==> src/pwmcc_pkg.sv <==
// Package for the six-channel PWM channel counter core.
// Holds the register map, reset values, channel layout and the per-tick step function.
// Assumes a 32-bit APB slave with byte-wide channel registers in the low data bits.
`default_nettype none

package pwmcc_pkg;

  // ----------------------------------------------------------------------
  // Channel layout
  // ----------------------------------------------------------------------
  localparam int CH_NUM   = 6;
  localparam int PAIR_NUM = 3;
  localparam int CW       = 8;
  localparam int DW       = 16;

  // Channels that take clock B / scaled B instead of clock A / scaled A.
  localparam logic [CH_NUM-1:0] B_CLK_MASK = 6'h0c;

  // ----------------------------------------------------------------------
  // Register map (byte addresses)
  // ----------------------------------------------------------------------
  localparam logic [7:0] RUN_OFS    = 8'h00;
  localparam logic [7:0] LEVEL_OFS  = 8'h04;
  localparam logic [7:0] CLKSEL_OFS = 8'h08;
  localparam logic [7:0] ALIGN_OFS  = 8'h0c;
  localparam logic [7:0] CTRL_OFS   = 8'h10;
  localparam logic [7:0] STATUS_OFS = 8'h14;

  // Per-channel banks: byte address = bank * 0x20 + 4 * channel.
  localparam logic [2:0] CNT_BANK  = 3'h1;
  localparam logic [2:0] PER_BANK  = 3'h2;
  localparam logic [2:0] DUTY_BANK = 3'h3;

  // Status register field positions.
  localparam int STAT_DIR_LSB = 0;
  localparam int STAT_OUT_LSB = 8;

  // ----------------------------------------------------------------------
  // Reset values
  // ----------------------------------------------------------------------
  localparam logic [CW-1:0]       CNT_RST  = 8'h00;
  localparam logic [CW-1:0]       PER_RST  = 8'hff;
  localparam logic [CW-1:0]       DUTY_RST = 8'h00;
  localparam logic [CH_NUM-1:0]   BITS_RST = 6'h00;
  localparam logic [PAIR_NUM-1:0] JOIN_RST = 3'h0;
  localparam logic [DW-1:0]       ZERO16   = 16'h0000;
  localparam logic [DW-1:0]       ONE16    = 16'h0001;

  localparam logic DIR_UP   = 1'b0;
  localparam logic DIR_DOWN = 1'b1;

  // ----------------------------------------------------------------------
  // Step of one counter unit on a selected clock tick
  // ----------------------------------------------------------------------
  typedef struct packed {
    logic [DW-1:0] cnt;
    logic          dir;
    logic          ff;
    logic          load;
  } pwmcc_step_type;

  // Works on 16 bits; an unjoined 8-bit channel passes zero-extended values.
  function automatic pwmcc_step_type pwmcc_step(
    input logic [DW-1:0] cnt,
    input logic [DW-1:0] per,
    input logic [DW-1:0] dty,
    input logic          dir,
    input logic          ff,
    input logic          center
  );
    pwmcc_step_type r;
    logic [DW-1:0]  n;
    logic           d;
    r = '{cnt: cnt, dir: dir, ff: ff, load: 1'b0};
    n = cnt;
    d = dir;
    if (!center) begin
      n = cnt + ONE16;
      if (n == per) begin
        r.cnt  = ZERO16;
        r.ff   = 1'b0;
        r.load = 1'b1;
        r.dir  = DIR_UP;
      end else begin
        r.cnt = n;
        r.dir = DIR_UP;
        if (n == dty) begin
          r.ff = ~ff;
        end
      end
    end else begin
      if (cnt == ZERO16) begin
        d = DIR_UP;
      end
      if (d == DIR_UP) begin
        n     = cnt + ONE16;
        r.dir = (n == per) ? DIR_DOWN : DIR_UP;
      end else begin
        n     = cnt - ONE16;
        r.dir = DIR_DOWN;
        if (n == ZERO16) begin
          r.dir  = DIR_UP;
          r.load = 1'b1;
        end
      end
      r.cnt = n;
      if (n == dty) begin
        r.ff = ~ff;
      end
    end
    return r;
  endfunction : pwmcc_step

endpackage : pwmcc_pkg

`default_nettype wire

==> src/pwmcc_core.sv <==
// Six-channel 8-bit PWM counter core with pair joining into 16-bit channels.
// Assumes an APB master on pclk and per-rate tick enables from a prescaler on the same clock.
//
// The placing of the registers and the APB interface to the registers were chosen for this implementation.
`default_nettype none
`timescale 1ns/1ps

module pwmcc_core
  import pwmcc_pkg::*;
(
  // Clock and reset
  input  wire logic              pclk,
  input  wire logic              presetn,
  // APB slave
  input  wire logic              psel,
  input  wire logic              penable,
  input  wire logic              pwrite,
  input  wire logic [7:0]        paddr,
  input  wire logic [31:0]       pwdata,
  output var  logic [31:0]       prdata,
  output var  logic              pready,
  output var  logic              pslverr,
  // Clock source enables, one pclk cycle each
  input  wire logic              tick_a,
  input  wire logic              tick_sa,
  input  wire logic              tick_b,
  input  wire logic              tick_sb,
  // Waveform pins
  output var  logic [CH_NUM-1:0] wave_out,
  output var  logic [CH_NUM-1:0] wave_oe
);

  // ----------------------------------------------------------------------
  // Storage
  // ----------------------------------------------------------------------
  logic [CW-1:0]       channel_count_value [CH_NUM];
  logic [CW-1:0]       period_value        [CH_NUM];
  logic [CW-1:0]       duty_value          [CH_NUM];
  logic [CW-1:0]       period_active       [CH_NUM];
  logic [CW-1:0]       duty_active         [CH_NUM];
  logic [CH_NUM-1:0]   channel_run_bit;
  logic [CH_NUM-1:0]   start_level_select;
  logic [CH_NUM-1:0]   scaled_clock_select;
  logic [CH_NUM-1:0]   center_align_select;
  logic [PAIR_NUM-1:0] wave_control_reg;
  logic [CH_NUM-1:0]   count_dir;
  logic [CH_NUM-1:0]   out_flop;
  logic [CH_NUM-1:0]   run_synced;
  logic [CH_NUM-1:0]   zero_period_pending;

  logic                join_pair_ch0_ch1;
  logic                join_pair_ch2_ch3;
  logic                join_pair_ch4_ch5;

  assign join_pair_ch0_ch1 = wave_control_reg[0];
  assign join_pair_ch2_ch3 = wave_control_reg[1];
  assign join_pair_ch4_ch5 = wave_control_reg[2];

  // Join bits gathered by pair index, lowest pair in bit 0.
  logic [PAIR_NUM-1:0] pair_joined;
  assign pair_joined = {join_pair_ch4_ch5, join_pair_ch2_ch3, join_pair_ch0_ch1};

  // ----------------------------------------------------------------------
  // APB decode
  // ----------------------------------------------------------------------
  logic              access;
  logic              wr_en;
  logic [2:0]        bank;
  logic [2:0]        slot;
  logic              slot_ok;
  logic [CH_NUM-1:0] cnt_wr;
  logic [CH_NUM-1:0] per_wr;
  logic [CH_NUM-1:0] duty_wr;
  logic [CW-1:0]     wbyte;

  assign access  = psel & penable & pready;
  assign wr_en   = access & pwrite;
  assign bank    = paddr[7:5];
  assign slot    = paddr[4:2];
  assign slot_ok = (paddr[1:0] == 2'h0) && (32'(slot) < CH_NUM);
  assign wbyte   = pwdata[CW-1:0];

  always_comb begin
    for (int ch = 0; ch < CH_NUM; ch++) begin
      cnt_wr[ch]  = wr_en && slot_ok && bank == CNT_BANK  && 32'(slot) == ch;
      per_wr[ch]  = wr_en && slot_ok && bank == PER_BANK  && 32'(slot) == ch;
      duty_wr[ch] = wr_en && slot_ok && bank == DUTY_BANK && 32'(slot) == ch;
    end
  end

  // ----------------------------------------------------------------------
  // Per-channel next state
  // ----------------------------------------------------------------------
  logic [CW-1:0]     next_cnt [CH_NUM];
  logic [CH_NUM-1:0] next_dir;
  logic [CH_NUM-1:0] next_ff;
  logic [CH_NUM-1:0] next_load;
  logic [CH_NUM-1:0] next_zclr;
  logic [CH_NUM-1:0] owner_run;
  logic [CH_NUM-1:0] owner_tick;
  logic [CH_NUM-1:0] is_high_joined;
  logic [CH_NUM-1:0] owner_level;

  always_comb begin
    int             own;
    int             lo;
    int             hi;
    logic           j;
    logic           cw;
    logic           zp;
    logic           tk;
    logic [DW-1:0]  c16;
    logic [DW-1:0]  p16;
    logic [DW-1:0]  d16;
    pwmcc_step_type r;
    own = 0;
    lo  = 0;
    hi  = 0;
    j   = 1'b0;
    cw  = 1'b0;
    zp  = 1'b0;
    tk  = 1'b0;
    c16 = ZERO16;
    p16 = ZERO16;
    d16 = ZERO16;
    r   = '{cnt: ZERO16, dir: DIR_UP, ff: 1'b0, load: 1'b0};
    for (int ch = 0; ch < CH_NUM; ch++) begin
      lo  = ch | 1;
      hi  = ch & ~1;
      j   = pair_joined[ch / 2];
      own = j ? lo : ch;
      // A write to either byte of a joined counter clears the whole 16-bit count.
      if (j) begin
        c16 = {channel_count_value[hi], channel_count_value[lo]};
        p16 = {period_active[hi], period_active[lo]};
        d16 = {duty_active[hi], duty_active[lo]};
        cw  = cnt_wr[hi] | cnt_wr[lo];
        zp  = zero_period_pending[hi] | zero_period_pending[lo];
      end else begin
        c16 = {8'h00, channel_count_value[ch]};
        p16 = {8'h00, period_active[ch]};
        d16 = {8'h00, duty_active[ch]};
        cw  = cnt_wr[ch];
        zp  = zero_period_pending[ch];
      end
      if (B_CLK_MASK[own]) begin
        tk = scaled_clock_select[own] ? tick_sb : tick_b;
      end else begin
        tk = scaled_clock_select[own] ? tick_sa : tick_a;
      end
      owner_tick[ch]     = tk;
      owner_run[ch]      = channel_run_bit[own];
      owner_level[ch]    = start_level_select[own];
      is_high_joined[ch] = j && (ch == hi);
      next_zclr[ch]      = 1'b0;
      r = '{cnt: c16, dir: count_dir[own], ff: out_flop[own], load: 1'b0};
      if (cw) begin
        r = '{cnt: ZERO16, dir: DIR_UP, ff: 1'b0, load: 1'b1};
      end else if (tk && run_synced[own]) begin
        r = pwmcc_step(c16, p16, d16, count_dir[own], out_flop[own],
                       center_align_select[own]);
      end else if (tk && zp && !channel_run_bit[own]) begin
        r.cnt         = ZERO16;
        next_zclr[ch] = 1'b1;
      end
      next_cnt[ch]  = is_high_joined[ch] ? r.cnt[DW-1:CW] : r.cnt[CW-1:0];
      next_dir[ch]  = r.dir;
      next_ff[ch]   = r.ff;
      next_load[ch] = r.load;
    end
  end

  // ----------------------------------------------------------------------
  // Software registers
  // ----------------------------------------------------------------------
  always_ff @(posedge pclk or negedge presetn) begin
    if (!presetn) begin
      channel_run_bit     <= BITS_RST;
      start_level_select  <= BITS_RST;
      scaled_clock_select <= BITS_RST;
      center_align_select <= BITS_RST;
      wave_control_reg    <= JOIN_RST;
    end else if (wr_en) begin
      unique case (paddr)
        RUN_OFS:    channel_run_bit     <= pwdata[CH_NUM-1:0];
        LEVEL_OFS:  start_level_select  <= pwdata[CH_NUM-1:0];
        CLKSEL_OFS: scaled_clock_select <= pwdata[CH_NUM-1:0];
        ALIGN_OFS:  center_align_select <= pwdata[CH_NUM-1:0];
        CTRL_OFS:   wave_control_reg    <= pwdata[PAIR_NUM-1:0];
        default:    ;
      endcase
    end
  end

  // Buffered period and duty, written whatever the run state.
  always_ff @(posedge pclk or negedge presetn) begin
    if (!presetn) begin
      for (int ch = 0; ch < CH_NUM; ch++) begin
        period_value[ch] <= PER_RST;
        duty_value[ch]   <= DUTY_RST;
      end
    end else begin
      for (int ch = 0; ch < CH_NUM; ch++) begin
        if (per_wr[ch]) begin
          period_value[ch] <= wbyte;
        end
        if (duty_wr[ch]) begin
          duty_value[ch] <= wbyte;
        end
      end
    end
  end

  // Active period and duty: loaded at period end or counter write, or directly while disabled.
  always_ff @(posedge pclk or negedge presetn) begin
    if (!presetn) begin
      for (int ch = 0; ch < CH_NUM; ch++) begin
        period_active[ch] <= PER_RST;
        duty_active[ch]   <= DUTY_RST;
      end
    end else begin
      for (int ch = 0; ch < CH_NUM; ch++) begin
        if (per_wr[ch] && !owner_run[ch]) begin
          period_active[ch] <= wbyte;
        end else if (next_load[ch]) begin
          period_active[ch] <= period_value[ch];
        end
        if (duty_wr[ch] && !owner_run[ch]) begin
          duty_active[ch] <= wbyte;
        end else if (next_load[ch]) begin
          duty_active[ch] <= duty_value[ch];
        end
      end
    end
  end

  // ----------------------------------------------------------------------
  // Channel timers
  // ----------------------------------------------------------------------
  always_ff @(posedge pclk or negedge presetn) begin
    if (!presetn) begin
      for (int ch = 0; ch < CH_NUM; ch++) begin
        channel_count_value[ch] <= CNT_RST;
      end
      count_dir <= {CH_NUM{DIR_UP}};
      out_flop  <= BITS_RST;
    end else begin
      for (int ch = 0; ch < CH_NUM; ch++) begin
        channel_count_value[ch] <= next_cnt[ch];
      end
      count_dir <= next_dir;
      out_flop  <= next_ff;
    end
  end

  // Run bit is taken into the counter only on a tick of the selected clock.
  // Clearing it also waits for a tick, so one more step may follow a disable.
  always_ff @(posedge pclk or negedge presetn) begin
    if (!presetn) begin
      run_synced <= BITS_RST;
    end else begin
      for (int ch = 0; ch < CH_NUM; ch++) begin
        if (owner_tick[ch]) begin
          run_synced[ch] <= channel_run_bit[ch];
        end
      end
    end
  end

  // A new zero-period request wins over the clearing of an older one.
  always_ff @(posedge pclk or negedge presetn) begin
    if (!presetn) begin
      zero_period_pending <= BITS_RST;
    end else begin
      for (int ch = 0; ch < CH_NUM; ch++) begin
        if (per_wr[ch] && wbyte == CNT_RST && !owner_run[ch]) begin
          zero_period_pending[ch] <= 1'b1;
        end else if (next_zclr[ch]) begin
          zero_period_pending[ch] <= 1'b0;
        end
      end
    end
  end

  // ----------------------------------------------------------------------
  // Pins
  // ----------------------------------------------------------------------
  always_ff @(posedge pclk or negedge presetn) begin
    if (!presetn) begin
      wave_out <= BITS_RST;
      wave_oe  <= BITS_RST;
    end else begin
      for (int ch = 0; ch < CH_NUM; ch++) begin
        wave_out[ch] <= owner_level[ch] ? ~next_ff[ch] : next_ff[ch];
        wave_oe[ch]  <= owner_run[ch] & ~is_high_joined[ch];
      end
    end
  end

  // ----------------------------------------------------------------------
  // Read path and APB answer
  // ----------------------------------------------------------------------
  logic [31:0] rd_data;
  logic        rd_hit;

  // A read only selects a value; no counter, flop or flag moves on a read.
  always_comb begin
    rd_data = 32'h0000_0000;
    rd_hit  = 1'b1;
    if (slot_ok && bank == CNT_BANK) begin
      rd_data[CW-1:0] = channel_count_value[slot];
    end else if (slot_ok && bank == PER_BANK) begin
      rd_data[CW-1:0] = period_value[slot];
    end else if (slot_ok && bank == DUTY_BANK) begin
      rd_data[CW-1:0] = duty_value[slot];
    end else begin
      unique case (paddr)
        RUN_OFS:    rd_data[CH_NUM-1:0]   = channel_run_bit;
        LEVEL_OFS:  rd_data[CH_NUM-1:0]   = start_level_select;
        CLKSEL_OFS: rd_data[CH_NUM-1:0]   = scaled_clock_select;
        ALIGN_OFS:  rd_data[CH_NUM-1:0]   = center_align_select;
        CTRL_OFS:   rd_data[PAIR_NUM-1:0] = wave_control_reg;
        STATUS_OFS: begin
          rd_data[STAT_DIR_LSB +: CH_NUM] = count_dir;
          rd_data[STAT_OUT_LSB +: CH_NUM] = wave_out;
        end
        default:    rd_hit = 1'b0;
      endcase
    end
  end

  // One wait state: pready rises in the second access cycle.
  always_ff @(posedge pclk or negedge presetn) begin
    if (!presetn) begin
      pready  <= 1'b0;
      pslverr <= 1'b0;
      prdata  <= 32'h0000_0000;
    end else begin
      pready  <= psel & penable & ~pready;
      pslverr <= psel & penable & ~pready & ~rd_hit;
      if (psel && penable && !pready && !pwrite) begin
        prdata <= rd_data;
      end
    end
  end

endmodule : pwmcc_core

`default_nettype wire

==> config.mk <==
export PLATFORM = sky130hd
export DESIGN_NAME = pwmcc_core
export DESIGN_NICKNAME = d
export VERILOG_FILES = /design/src/pwmcc_pkg.sv /design/src/pwmcc_core.sv
export SDC_FILE = /design/constraint.sdc
export NUM_CORES = 1
export LEC_CHECK = 0
export ABC_AREA = 1
export BUFFER_PORTS_ARGS = -buffer_cell sky130_fd_sc_hd__clkbuf_2
export CAP_MARGIN = 20
export CORE_UTILIZATION = 45
export DETAILED_ROUTE_END_ITERATION = 16
export HOLD_SLACK_MARGIN = 0.05
export MAX_ROUTING_LAYER = met4
export PLACE_DENSITY_LB_ADDON = 0.05
export SYNTH_ARGS = -nofsm -noshare
export SYNTH_HDL_FRONTEND = slang
export SYNTH_SLANG_ARGS = --single-unit
==> constraint.sdc <==
create_clock -name pclk -period 4.8 [get_ports pclk]
set_clock_uncertainty 0.1 [all_clocks]
set_input_delay 0.96 -clock pclk [delete_from_list [all_inputs] [get_ports pclk]]
set_output_delay 0.96 -clock pclk [all_outputs]
set_load 0.01 [all_outputs]
==> impl_metrics.py <==
metrics = {
    "sta": {
        "worst_hold_slack_ps": 310.1,
        "hold_violations": 0,
        "worst_slew_pin_slew_ps": 974.6,
        "min_period_ps": 4218,
        "tns_ps": 0,
        "slew_headroom_pct": 35.03,
        "rsz0062_at_grt": "no",
        "slew_violations": 0,
        "finalCritPeriodShare_pct": 87.88,
        "fmaxAchievable_mhz": 237.1,
        "setup_viol": 0,
    },
    "die": {
        "coreArea_mm2": 0.06470,
        "die_h_um": 258.5,
        "dieWidth_um": 258.5,
        "fp.dieArea_mm2": 0.06680,
        "fp-row-count": 93,
        "initial_core_util_pct": 45.75,
        "pin_count": 95,
    },
    "clock_network": {
        "htree_num_levels": 2,
        "tritoncts": "built",
        "cts_buffer_depth": 3,
        "cts_sinks": 319,
        "cts_root_buf": "clkbuf_16",
        "cts_made_buffers": 38,
        "cts_resized": 0,
        "cts_hold_repair.buffers": 0,
        "post_cts_buffers": 0,
        "clkSlewWorstSetupHoldPaths_ps": 60,
        "clock_latency_ps": 600,
    },
    "final_layout": {
        "final_layout_size_suffix_gt1_share_pct": 10.69,
        "regArea_mm2": 0.008114,
        "finalNonFillerCells": 5784,
        "nNetsFinal": 4971,
        "num-fill-cells": 7097,
        "multi_input_area_mm2": 0.01845,
        "area_growth_syn_to_layout_pct": 7.935,
        "final_area_mm2": 0.03195,
    },
    "detailed_routing": {
        "vias": 33160,
        "totalWireLength_mm": 130.5,
        "detail-route-antenna-nets": 0,
        "post-route-drc-count": 0,
        "drt_iter0_drc": 3943,
        "vias_per_cell": 5.733,
        "drt_pass1_iterations": 6,
        "avgRoutedWirePerCell_um": 22.55,
    },
    "logic_synthesis": {
        "post_synth.cell_area_avg_um2": 6.053,
        "yosys-top-cells-count": "1821 x nand2_1, 470 x inv_1, 460 x nand3_1",
        "netlist_area_mm2": 0.02960,
        "yosysWarningCount": 0,
        "ys_ff_latch": 319,
        "synth_ff_type": "dfrtp_1",
        "synth_area_leaders": "nand2_1 23%, dfrtp_1 19%, dfstp_2 8.5%",
        "synth_edf_count": 0,
        "yosysMostFrequentCell": "nand2_1",
        "async_reset_ff_share_pct": 100.0,
        "yosysTopAreaCell": "nand2_1",
        "synthCells": 4890,
        "seq_area_frac_synth_pct": 27.38,
        "synth_cell_types": 68,
        "netlist.area_leader.share_pct": 23.09,
    },
    "placed_design": {
        "dp_hpwl_mm": 103.4,
        "portBuffers": 52,
        "gp_congestion": 1.033,
        "place_area_mm2": 0.03059,
        "dp_cells": 5713,
    },
    "power_and_ir_drop": {
        "leakage_nw": 16.13,
        "p_sw_share_pct": 46.36,
        "finalPower_w": 0.01194,
        "seqPwrFrac_pct": 29.7,
        "intPower_w": 0.006403,
        "clkPwrFrac_pct": 26.8,
        "comb_power_share_pct": 43.6,
        "ir_drop_uv": 276.8,
        "p_per_area_mw_per_mm2": 373.7,
        "p_sw_w": 0.005535,
    },
    "global_route": {
        "grt_pass1_vias": 29837,
        "grt_remaining_overflow": 0,
        "antenna_found_initial": 1,
        "grtUsageMet1_pct": 56.43,
        "use_met3_pct": 5.595,
        "grt_pass1_wl_mm": 193.9,
        "met2_usage_pct": 57.72,
        "grt-busiest-layer": "met2",
        "grt_max_degree": 101,
        "grt_use_total_pct": 39.79,
    },
    "setup_path": {
        "slowest_delay_ps": 730,
        "worstPathArrival_ps": 4620,
        "cp_slowest_cell": "dfrtp_4",
        "end_kind": "flop",
        "cp_data_required_time_ps": 5200,
        "crit_type": "flop to flop",
        "path_delay_family": "simple AND/OR/NAND/NOR gates",
        "path_cells": "inv_4, nand2_1, nand2_4, inv_2, ha_1, nand2_1, nor2_4, nand2_1, nand2_1, nand2_2, xor2_1, nor2_1, nand3_1, nor2_1, nand2_2, nand2_2, nor2_1, nor2_1, nand2_1, nand2_1, nand2_1, nand2_1",
        "critPathLaunchType": "flop",
        "path_buf_inv": 2,
        "crit_fanout": 42,
        "path_common_cell": "nand2_1",
    },
    "hold_path": {
        "hold_class": "primary input to asynchronous set/reset pin",
    },
    "run_status": {
        "outcome": "finished, final reports clean",
    },
    "job": {
        "drv_cap": 0,
    },
}
## power groups by stage
stage | sequential [W] | clock (W) | combinational, W
final | 0.00354 | 0.00320 | 0.00520
after global routing | 0.00356 | 0.00334 | 0.00572
after CTS | 0.00352 | 0.00323 | 0.00507
after detailed placement | 0.00356 | 0 | 0.00505
after global placement | 0.00356 | 0 | 0.00504
after floorplan | 0.00326 | 0 | 0.00372
## layout by cell type (no fill, tap or decap), types with 9 or more instances in the layout
cell type / n
nand3_2: 10
inv_1: 470
conb_1: 18
clkbuf_2: 51
xnor2_1: 13
o21ai_1: 42
clkbuf_16: 38
o221ai_1: 16
ha_1: 24
buf_4: 90
nand3b_1: 10
o21ai_0: 456
nand2_2: 59
nor3_1: 25
o21bai_1: 9
o21ai_2: 12
xor2_1: 114
o22ai_1: 37
dfstp_2: 96
clkinv_2: 10
nand3_1: 460
a21oi_1: 97
nand2_1: 1821
dfrtp_1: 220
a22oi_1: 21
nand2_4: 12
nor4_1: 9
nor2_1: 370
inv_2: 36
nor2_4: 10
o211ai_1: 16
nor2_2: 47
nand4_1: 87
## cell type report
type	count	share of cell area, %
Clock inverter	23	0.9752
Inverter	513	6.043
Sequential cell	319	25.40
Clock buffer	47	3.270
Multi-Input combinational cell	3880	57.74
Tap cell	855	3.349
Timing Repair Buffer	146	3.212
Antenna cell	1	0.007833
## worst register-to-register path, stage by stage (launching register included)
cell	delay, ps
dfrtp_4	730
inv_4	200
nand2_1	140
nand2_4	120
inv_2	120
ha_1	380
nand2_1	150
nor2_4	200
nand2_1	80
nand2_1	120
nand2_2	130
xor2_1	160
nor2_1	90
nand3_1	70
nor2_1	270
nand2_2	160
nand2_2	350
nor2_1	100
nor2_1	100
nand2_1	110
nand2_1	90
nand2_1	50
nand2_1	110
## stage by stage
| step | util, % | worst slack (ps) |
|---|---|---|
| 2_1_floorplan | - | 1762 |
| 3_3_place_gp | 47.28 | 715.3 |
| 3_5_place_dp | 47.28 | 647.9 |
| 4_1_cts | 49.37 | 722.0 |
| 5_1_grt | 49.38 | 371.4 |
| 6_report | 49.38 | 581.6 |
## logic make-up (layout without fill, tap and decap cells)
group / Yosys count / after routing / share of synthesized area [%]
mux: 3 / 3 / 0.1015
xor+xnor: 130 / 130 / 3.923
flops: 319 / 319 / 27.38
other cells: 1 / 19 / 0.01267
simple gates: 2952 / 2952 / 42.88
fa+ha+maj: 24 / 24 / 1.015
buf+inv: 708 / 729 / 10.51
compound gates: 753 / 753 / 14.17
## final timing paths
check	slack, ps	start	to	cells past startpoint
setup / recovery	580	pair_joined[0]	wave_out[0]	22
hold / removal	310	presetn	duty_active[6]	1
setup reg to reg	580	pair_joined[0]	wave_out[0]	22
hold reg to reg	360	pready	pready	1
max in group asynchronous	3250	presetn	period_value[36]	2
min in group pclk	360	pready	pready	1
## routing by layer
| layer | part of all wire (%) | vias to the layer above | routed length [um] |
|---|---|---|---|
| li1 | - | 15779 | - |
| met1 | 45 | 15611 | 58350 |
| met2 | 42 | 1555 | 55370 |
| met3 | 9.1 | 215 | 11810 |
| met4 | 3.8 | 0 | 4923 |
| met5 | 0 | - | 0 |
## flip-flops by register name, summed over array words and instances, names as in the netlist
register	flops
pslverr	1
out_flop	6
period_value	48
channel_run_bit	6
duty_active	48
run_synced	6
pready	1
start_level_select	6
pair_joined	3
center_align_select	6
wave_oe	6
zero_period_pending	6
period_active	48
scaled_clock_select	6
prdata	14
count_dir	6
duty_value	48
channel_count_value	48
wave_out	6
Note: power is estimated with default switching activity, not from simulation.
